**src/design/cba_consts.vh**
```
`ifndef CBA_CONSTS_VH
`define CBA_CONSTS_VH

// Page attribute bit positions within page_attr_bits (W I M G)
`define CBA_PAB_W          3
`define CBA_PAB_I          2
`define CBA_PAB_M          1
`define CBA_PAB_G          0
`define CBA_PAB_WIDTH      4

// APB register byte offsets
`define CBA_ADDR_WIDTH     8
`define CBA_OFS_MSTATE     8'h00
`define CBA_OFS_STATUS     8'h04
`define CBA_OFS_IRQ_EN     8'h08
`define CBA_OFS_IRQ_CLR    8'h0C
`define CBA_OFS_STATE      8'h10

// machine_state_reg fields
`define CBA_MST_MCHK_ALLOW 0
`define CBA_MST_RESET      32'h0000_0001

// Event status bits (status, enable and clear share the layout)
`define CBA_EV_WIDTH       5
`define CBA_EV_TEA         0
`define CBA_EV_EXT         1
`define CBA_EV_CRIT        2
`define CBA_EV_SRESET      3
`define CBA_EV_CHKSTOP     4
`define CBA_EV_RESET       5'h00

// Soft reset sequence states
`define CBA_SR_IDLE        2'h0
`define CBA_SR_NEXT        2'h1
`define CBA_SR_DRAIN       2'h2
`define CBA_SR_RECOV       2'h3

`endif

```
**src/design/cba_core_if.v**
```verilog
`timescale 1ns/1ps
`include "cba_consts.vh"

module cba_core_if #(
  parameter AW = `CBA_ADDR_WIDTH
) (
  input  wire                      clock_i,
  input  wire                      rst_n_i,
  // APB slave
  input  wire                      psel_i,
  input  wire                      penable_i,
  input  wire                      pwrite_i,
  input  wire [AW-1:0]             paddr_i,
  input  wire [31:0]               pwdata_i,
  output wire [31:0]               prdata_o,
  output wire                      pready_o,
  output wire                      pslverr_o,
  // Core side transaction request
  input  wire                      txn_start_i,
  input  wire                      txn_end_i,
  input  wire                      txn_burst_i,
  input  wire                      txn_write_i,
  input  wire                      txn_addr_only_i,
  input  wire                      txn_xlate_bypass_i,
  input  wire [`CBA_PAB_WIDTH-1:0] page_attr_bits_i,
  output wire                      addr_phase_o,
  // System bus attribute pins
  output wire                      cache_inhibit_attr_n_o,
  output wire                      global_attr_n_o,
  output wire                      global_attr_oe_n_o,
  input  wire                      global_attr_n_i,
  output wire                      write_thru_attr_n_o,
  // System bus inputs
  input  wire                      tea_n_i,
  input  wire                      sreset_n_i,
  input  wire                      int_n_i,
  input  wire                      cint_n_i,
  // Core sequencing
  input  wire                      insn_done_i,
  input  wire                      stq_empty_i,
  output wire                      mchk_take_o,
  output wire                      checkstop_o,
  output wire                      ext_irq_take_o,
  output wire                      crit_irq_take_o,
  output wire                      block_complete_o,
  output wire                      drain_stq_o,
  output reg                       sreset_take_o,
  output wire                      snoop_seen_o,
  output wire                      irq_o
);

  // Hard reset release through two flops
  reg rst_meta;
  reg rst_sync;

  always @(posedge clock_i or negedge rst_n_i) begin
    if (!rst_n_i) begin
      rst_meta <= 1'b0;
      rst_sync <= 1'b0;
    end else begin
      rst_meta <= 1'b1;
      rst_sync <= rst_meta;
    end
  end

  // Register file
  reg [31:0]              machine_state_reg;
  reg [`CBA_EV_WIDTH-1:0] ev_status;
  reg [`CBA_EV_WIDTH-1:0] ev_enable;
  reg [31:0]              rd_data;
  reg                     rd_err;
  reg [1:0]               sr_state;
  reg [1:0]               next_sr_state;
  reg                     sreset_q;

  wire mchk_allow_bit = machine_state_reg[`CBA_MST_MCHK_ALLOW];

  function is_reg;
    input [AW-1:0] addr;
    input [AW-1:0] ofs;
    begin
      is_reg = (addr == ofs);
    end
  endfunction

  function is_mapped;
    input [AW-1:0] addr;
    begin
      is_mapped = is_reg(addr, `CBA_OFS_MSTATE) | is_reg(addr, `CBA_OFS_STATUS) |
                  is_reg(addr, `CBA_OFS_IRQ_EN) | is_reg(addr, `CBA_OFS_IRQ_CLR) |
                  is_reg(addr, `CBA_OFS_STATE);
    end
  endfunction

  wire setup   = psel_i & ~penable_i;
  wire access  = psel_i & penable_i;
  wire wr_en   = access & pwrite_i & is_mapped(paddr_i);

  // Zero wait states; data and error were captured in the setup cycle
  assign pready_o  = 1'b1;
  assign prdata_o  = rd_data;
  assign pslverr_o = access & rd_err;

  // Attribute driver
  cba_attr_drv u_attr (
    .clock_i                (clock_i),
    .rst_n_i                (rst_sync),
    .txn_start_i            (txn_start_i),
    .txn_end_i              (txn_end_i),
    .txn_burst_i            (txn_burst_i),
    .txn_write_i            (txn_write_i),
    .txn_addr_only_i        (txn_addr_only_i),
    .txn_xlate_bypass_i     (txn_xlate_bypass_i),
    .page_attr_bits_i       (page_attr_bits_i),
    .addr_phase_o           (addr_phase_o),
    .cache_inhibit_attr_n_o (cache_inhibit_attr_n_o),
    .global_attr_n_o        (global_attr_n_o),
    .global_attr_oe_n_o     (global_attr_oe_n_o),
    .write_thru_attr_n_o    (write_thru_attr_n_o)
  );

  // Another master's snoopable transfer seen while the pin is released
  assign snoop_seen_o = global_attr_oe_n_o & ~global_attr_n_i;

  // Error and interrupt inputs
  cba_event_ctl u_event (
    .clock_i          (clock_i),
    .rst_n_i          (rst_sync),
    .tea_n_i          (tea_n_i),
    .int_n_i          (int_n_i),
    .cint_n_i         (cint_n_i),
    .mchk_allow_bit_i (mchk_allow_bit),
    .mchk_take_o      (mchk_take_o),
    .checkstop_o      (checkstop_o),
    .ext_irq_take_o   (ext_irq_take_o),
    .crit_irq_take_o  (crit_irq_take_o)
  );

  // Soft reset sequence; besides its own state it only sets the SRESET status bit, never machine_state_reg
  wire sreset_rise = ~sreset_n_i & ~sreset_q;

  always @* begin
    next_sr_state = sr_state;
    case (sr_state)
      `CBA_SR_IDLE: begin
        if (sreset_rise && !checkstop_o)
          next_sr_state = `CBA_SR_NEXT;
      end
      `CBA_SR_NEXT: begin
        // The instruction in flight may complete or raise an interrupt
        if (insn_done_i)
          next_sr_state = `CBA_SR_DRAIN;
      end
      `CBA_SR_DRAIN: begin
        if (stq_empty_i)
          next_sr_state = `CBA_SR_RECOV;
      end
      `CBA_SR_RECOV: begin
        next_sr_state = `CBA_SR_IDLE;
      end
      default: begin
        next_sr_state = `CBA_SR_IDLE;
      end
    endcase
  end

  always @(posedge clock_i or negedge rst_sync) begin
    if (!rst_sync) begin
      sr_state      <= `CBA_SR_IDLE;
      sreset_q      <= 1'b0;
      sreset_take_o <= 1'b0;
    end else begin
      sr_state      <= next_sr_state;
      sreset_q      <= ~sreset_n_i;
      sreset_take_o <= (sr_state == `CBA_SR_RECOV);
    end
  end

  // Completion held back from the same cycle in which the in-flight instruction finishes
  assign block_complete_o = (sr_state == `CBA_SR_DRAIN) |
                            (sr_state == `CBA_SR_RECOV) |
                            ((sr_state == `CBA_SR_NEXT) & insn_done_i);
  assign drain_stq_o      = (sr_state == `CBA_SR_DRAIN);

  // Event sources for the sticky status register
  wire [`CBA_EV_WIDTH-1:0] ev_set;
  assign ev_set[`CBA_EV_TEA]     = mchk_take_o;
  assign ev_set[`CBA_EV_EXT]     = ext_irq_take_o;
  assign ev_set[`CBA_EV_CRIT]    = crit_irq_take_o;
  assign ev_set[`CBA_EV_SRESET]  = sreset_take_o;
  assign ev_set[`CBA_EV_CHKSTOP] = checkstop_o;

  wire [`CBA_EV_WIDTH-1:0] ev_clr = (wr_en && is_reg(paddr_i, `CBA_OFS_IRQ_CLR)) ?
                                    pwdata_i[`CBA_EV_WIDTH-1:0] : `CBA_EV_RESET;

  assign irq_o = |(ev_status & ev_enable);

  // Hard reset is the only thing that reinitialises these
  always @(posedge clock_i or negedge rst_sync) begin
    if (!rst_sync) begin
      machine_state_reg <= `CBA_MST_RESET;
      ev_status         <= `CBA_EV_RESET;
      ev_enable         <= `CBA_EV_RESET;
    end else begin
      // A new event wins over a clear in the same cycle
      ev_status <= (ev_status & ~ev_clr) | ev_set;
      if (wr_en && is_reg(paddr_i, `CBA_OFS_MSTATE))
        machine_state_reg <= pwdata_i;
      if (wr_en && is_reg(paddr_i, `CBA_OFS_IRQ_EN))
        ev_enable <= pwdata_i[`CBA_EV_WIDTH-1:0];
    end
  end

  // Read data captured in the setup cycle so prdata comes from a flop
  reg [31:0] next_rd_data;

  always @* begin
    next_rd_data = 32'h0000_0000;
    case (paddr_i)
      `CBA_OFS_MSTATE: begin
        next_rd_data = machine_state_reg;
      end
      `CBA_OFS_STATUS: begin
        next_rd_data[`CBA_EV_WIDTH-1:0] = ev_status;
      end
      `CBA_OFS_IRQ_EN: begin
        next_rd_data[`CBA_EV_WIDTH-1:0] = ev_enable;
      end
      `CBA_OFS_STATE: begin
        next_rd_data[0] = checkstop_o;
        next_rd_data[1] = addr_phase_o;
        next_rd_data[2] = ~cache_inhibit_attr_n_o;
        next_rd_data[3] = ~global_attr_n_o;
        next_rd_data[4] = ~write_thru_attr_n_o;
        next_rd_data[6:5] = sr_state;
      end
      default: begin
        next_rd_data = 32'h0000_0000;
      end
    endcase
  end

  always @(posedge clock_i or negedge rst_sync) begin
    if (!rst_sync) begin
      rd_data <= 32'h0000_0000;
      rd_err  <= 1'b0;
    end else if (setup) begin
      rd_data <= pwrite_i ? 32'h0000_0000 : next_rd_data;
      rd_err  <= ~is_mapped(paddr_i);
    end
  end

endmodule // cba_core_if

```
**src/design/cba_attr_drv.v**
```verilog
`timescale 1ns/1ps
`include "cba_consts.vh"

module cba_attr_drv (
  input  wire                      clock_i,
  input  wire                      rst_n_i,
  input  wire                      txn_start_i,
  input  wire                      txn_end_i,
  input  wire                      txn_burst_i,
  input  wire                      txn_write_i,
  input  wire                      txn_addr_only_i,
  input  wire                      txn_xlate_bypass_i,
  input  wire [`CBA_PAB_WIDTH-1:0] page_attr_bits_i,
  output reg                       addr_phase_o,
  output reg                       cache_inhibit_attr_n_o,
  output reg                       global_attr_n_o,
  output reg                       global_attr_oe_n_o,
  output reg                       write_thru_attr_n_o
);

  wire burst_wr = txn_burst_i & txn_write_i;
  // Inhibit follows the page bit except on burst writes and address-only transfers
  wire inh_set  = page_attr_bits_i[`CBA_PAB_I] & ~burst_wr & ~txn_addr_only_i;
  wire gbl_set  = (txn_addr_only_i & txn_xlate_bypass_i) ? 1'b1 :
                  burst_wr ? 1'b0 : page_attr_bits_i[`CBA_PAB_M];
  wire wthru_set = ~txn_burst_i & page_attr_bits_i[`CBA_PAB_W];

  // Captured once at the start and frozen until the phase ends
  always @(posedge clock_i or negedge rst_n_i) begin
    if (!rst_n_i) begin
      addr_phase_o           <= 1'b0;
      cache_inhibit_attr_n_o <= 1'b1;
      global_attr_n_o        <= 1'b1;
      global_attr_oe_n_o     <= 1'b1;
      write_thru_attr_n_o    <= 1'b1;
    end else if (txn_start_i && !addr_phase_o) begin
      addr_phase_o           <= 1'b1;
      cache_inhibit_attr_n_o <= ~inh_set;
      global_attr_n_o        <= ~gbl_set;
      global_attr_oe_n_o     <= 1'b0;
      write_thru_attr_n_o    <= ~wthru_set;
    end else if (txn_end_i && addr_phase_o) begin
      addr_phase_o           <= 1'b0;
      cache_inhibit_attr_n_o <= 1'b1;
      global_attr_n_o        <= 1'b1;
      global_attr_oe_n_o     <= 1'b1;
      write_thru_attr_n_o    <= 1'b1;
    end
  end

endmodule // cba_attr_drv

```
**src/design/cba_event_ctl.v**
```verilog
`timescale 1ns/1ps
`include "cba_consts.vh"

module cba_event_ctl (
  input  wire clock_i,
  input  wire rst_n_i,
  input  wire tea_n_i,
  input  wire int_n_i,
  input  wire cint_n_i,
  input  wire mchk_allow_bit_i,
  output reg  mchk_take_o,
  output reg  checkstop_o,
  output reg  ext_irq_take_o,
  output reg  crit_irq_take_o
);

  reg tea_q;
  reg int_q;
  reg cint_q;

  // Active-low inputs: assertion is the high-to-low step
  wire tea_rise  = ~tea_n_i & ~tea_q;
  wire int_rise  = ~int_n_i & ~int_q;
  wire cint_rise = ~cint_n_i & ~cint_q;

  always @(posedge clock_i or negedge rst_n_i) begin
    if (!rst_n_i) begin
      tea_q           <= 1'b0;
      int_q           <= 1'b0;
      cint_q          <= 1'b0;
      mchk_take_o     <= 1'b0;
      checkstop_o     <= 1'b0;
      ext_irq_take_o  <= 1'b0;
      crit_irq_take_o <= 1'b0;
    end else begin
      tea_q           <= ~tea_n_i;
      int_q           <= ~int_n_i;
      cint_q          <= ~cint_n_i;
      // Once stopped, nothing more is serviced until hard reset
      mchk_take_o     <= tea_rise & mchk_allow_bit_i & ~checkstop_o;
      if (tea_rise && !mchk_allow_bit_i)
        checkstop_o   <= 1'b1;
      ext_irq_take_o  <= int_rise & ~checkstop_o;
      crit_irq_take_o <= cint_rise & ~checkstop_o;
    end
  end

endmodule // cba_event_ctl

```
**config.mk**
```make
export PLATFORM = sky130hd
export DESIGN_NAME = cba_core_if
export DESIGN_NICKNAME = d
export VERILOG_FILES = /design/src/design/cba_core_if.v /design/src/design/cba_attr_drv.v /design/src/design/cba_event_ctl.v
export VERILOG_INCLUDE_DIRS = /design/src /design/src/design
export SDC_FILE = /design/constraint.sdc
export NUM_CORES = 1
export LEC_CHECK = 0
export ABC_CLOCK_PERIOD_IN_PS = 7600
export BUFFER_PORTS_ARGS = -buffer_cell sky130_fd_sc_hd__buf_2
export CAP_MARGIN = 15
export CORE_MARGIN = 2
export CORE_UTILIZATION = 55
export DETAILED_ROUTE_END_ITERATION = 16
export PLACE_DENSITY_LB_ADDON = 0.3
export SYNTH_ARGS = -nofsm -noshare
export SYNTH_HDL_FRONTEND = slang
export SYNTH_SLANG_ARGS = --single-unit
```
**constraint.sdc**
```tcl
create_clock -name clock_i -period 7.6 [get_ports clock_i]
set_input_delay 1.52 -clock clock_i [delete_from_list [all_inputs] [get_ports clock_i]]
set_output_delay 1.52 -clock clock_i [all_outputs]
set_load 0.01 [all_outputs]
```
==> flow_summary.yaml <==
layout:
  final_area_sq_mm: 0.00471
  n_antenna_cell: 0
  regArea_sq_mm: 0.00234
  drive_gt1_share_pct: 45.3
  final_core_utilization_pct: 68.9
  area_growth_pct: 20.2
  nets: 448
  multiInputGateArea_sq_mm: 0.00142
  nFillCells: 532
power:
  vdd_drop_max_mv: 0.142
  powerDensity_mw_per_mm2: 211
  power_leakage_uw: 0.00256
critical_path:
  crit_buf_inv: 2
  crit_arrival_ns: 2.04
  path_cells: "buf_2 > a211o_1 > buf_2"
  startpoint_type: "primary input"
  critPathTopFamily: "compound AO/OA/AOI/OAI gates"
  critPathCaptureType: "output pin"
  setup.worst_path.class: "primary input to output pin"
  worst_path_most_repeated_cell: "buf_2"
  crit_path_max_incr_delay_ns: 0.28
  critPathRequiredTime_ns: 6.08
  worst_path_max_delay_cell: "a211o_1"
  cp_max_fo: 2
synth:
  yosys.area_share.adder_pct: 1.85
  ys_types: 43
  ys_seq_area_share_pct: 59.6
  ys_ff_latch: 93
  synth_compound_area_share_pct: 12.7
  syn_inst: 274
  synthArstFlopShare_pct: 100
  synth-simple-area-share_pct: 5.75
  synth_xor_area_share_pct: 0
  yosys_warnings: 0
  synth-edff-count: 0
  synth_top_family_by_area: "multiplexers"
  synth_area_sq_mm: 0.00392
  synth_area_per_cell_sq_um: 14.3
  ys.flop_type: "dfrtp_1"
  synth.area.mux_share_pct: 15.6
global_route:
  grt_start_max_net_pins: 92
  grt_use_total_pct: 21.0
  antenna_found_initial: 0
  grt-ovfl-total: 0
  grt_pass1_vias: 2562
  grt_first_pass_wirelength_microns: 12600
cts:
  cts_buffer_depth: 2
  cts_root_buffer: "clkbuf_8"
  cts_setup_buffers: 0
  clock_sinks: 93
  holdBufCountCts: 0
  clkLatencyLatePin_ns: 0.35
  htreeDepth: 3
  clkTransAtPathRegs_ns: 0.09
  cts_tree: "done"
  cts_buffers: 9
  cts.repair.resized: 0
sta:
  setup-violations-final: 0
  hold_violations: 0
  final_max_slew_viol_count: 0
  clock_skew_ns: 0.0119
  worst_pin_slew_ns: 0.901
  max_slew_margin_pct: 39.4
  fin_crit_ns: 3.56
  rsz0062_at_grt: "false"
  fmax_ghz: 0.281
  fin_tns_setup_ns: 0
  fin_crit_sh_pct: 46.9
  timing.final.ws_setup_ns: 4.04
routing:
  postRouteAntennaNets: 0
  routed_wirelength_microns: 7920
  vias: 2586
  post_drt_via_cell_ratio: 5.37
  drtIter0Drc: 94
  wire_per_inst_microns: 16.4
  dr.pass1.iters: 4
  drc: 0
floorplanning:
  die-area_sq_mm: 0.00781
  io_pins: 110
  fp.dieH_microns: 88.4
  core_area_sq_mm: 0.00683
  start_util_pct: 57.3
  num_rows: 30
  die_w_microns: 88.4
placement:
  hpwl_microns: 5540
  gp_congestion: 0.806
  post_dp_cell_area_sq_mm: 0.00448
  post-place-ws_ns: 3.72
  port-buffer-count: 107
run:
  cap_viol_max_count: 0
status:
  status: "finished clean"
worst_hold_path:
  min_path_type: "flop to async pin"
==> path summary, 6_finish.rpt <==
check	from	to	slack, ns	cells after the start
max in group asynchronous	rst_n_i	rst_sync$_DFF_PN0_	6.55	1
max	insn_done_i	block_complete_o	4.04	3
min in group clock_i	rst_meta$_DFF_PN0_	rst_sync$_DFF_PN0_	0.37	0
min reg2reg	rst_sync$_DFF_PN0_	machine_state_reg[30]$_DFFE_PN0P_	0.25	0
min	rst_sync$_DFF_PN0_	machine_state_reg[30]$_DFFE_PN0P_	0.25	0
max reg2reg	sr_state[0]$_DFFE_PN0P_	sr_state[1]$_DFFE_PN0P_	5.98	6
==> cells in the mapped netlist, types with 2 or more instances <==
library cell  number  area [sq um]
nand3_1            5          25.0
mux2_4            30           450
or3_1              2          12.5
inv_1             13          48.8
buf_6              2          22.5
a22o_1            30           263
a22oi_1            7          52.6
clkbuf_1           8          30.0
ha_1               5          62.6
or2_2              2          12.5
a21o_1             6          45.0
nor2_1             3          11.3
mux2_2             8          90.1
buf_12             3          60.1
nor2b_1            2          12.5
a21oi_1            3          15.0
nor4b_1            2          17.5
nand2_1            7          26.3
o32a_1             2          20.0
nor3_1             4          20.0
o21ai_0            6          30.0
dfrtp_1           88          2200
nand2b_1           2          12.5
o22ai_1            5          31.3
mux2i_1            7          70.1
dfstp_2            5           131
==> area by class of cell <==
type / instances / share of cell area, %
timing repair buffer: 110 / 12.3
multi-input combinational: 154 / 30.2
inverter: 13 / 1.04
clock inverter: 6 / 1.52
clock buffer: 10 / 2.71
sequential: 93 / 49.7
tap: 96 / 2.55
==> metrics by stage <==
stage	hold slack (ns)	power (uW)	std cells
2_1_floorplan	0.331	618	275
3_5_place_dp	0.349	670	465
4_1_cts	0.372	1000	481
5_1_grt	0.281	1040	482
6_report	0.250	991	482
3_3_place_gp	0.337	666	465
==> worst reg2reg max path, cell delays in order (launching register included) <==
cell and delay, ns:
dfrtp_1 0.43, inv_1 0.11, ha_1 0.21, o31ai_1 0.06, o21ai_0 0.16, a21oi_1 0.21
mux2_2 0.35
==> metal layers <==
layer | track usage [%] | vias up | wire [microns]
met4 | 5.51 | 0 | 111
met3 | 5.13 | 10 | 432
met1 | 29.2 | 1285 | 3640
met5 | 0 | - | 0
li1 | - | 1216 | -
met2 | 33.4 | 75 | 3740
==> cells in the final DEF, fill, tap and decap left out, types with 4 or more instances in the layout <==
cell type	instances
o21ai_0	6
inv_1	13
nand2_1	7
nor3_1	4
nand3_1	5
dfrtp_1	87
mux2_4	30
mux2_2	8
clkbuf_8	9
mux2i_1	7
a22oi_1	7
buf_2	107
o22ai_1	5
dfstp_2	5
a21o_1	6
ha_1	5
a22o_1	30
==> logic make-up (layout without fill, tap and decap cells) <==
family | count (synthesis) | count (layout)
DFF | 93 | 93
buffers and inverters | 28 | 139
other | 1 | 2
AOI/OAI and AO/OA | 64 | 64
muxes | 45 | 45
adders and majority gates | 6 | 6
and+or+nand+nor | 37 | 37
==> power by group <==
group          switching [uW]  total [uW]  internal [uW]  leakage (uW)
clock network             174         329            155     0.0000935
registers                19.7         536            516       0.00123
logic                    66.5         127           60.6       0.00123
total                     260         991            732       0.00256
(Power assumes the default switching activity.)
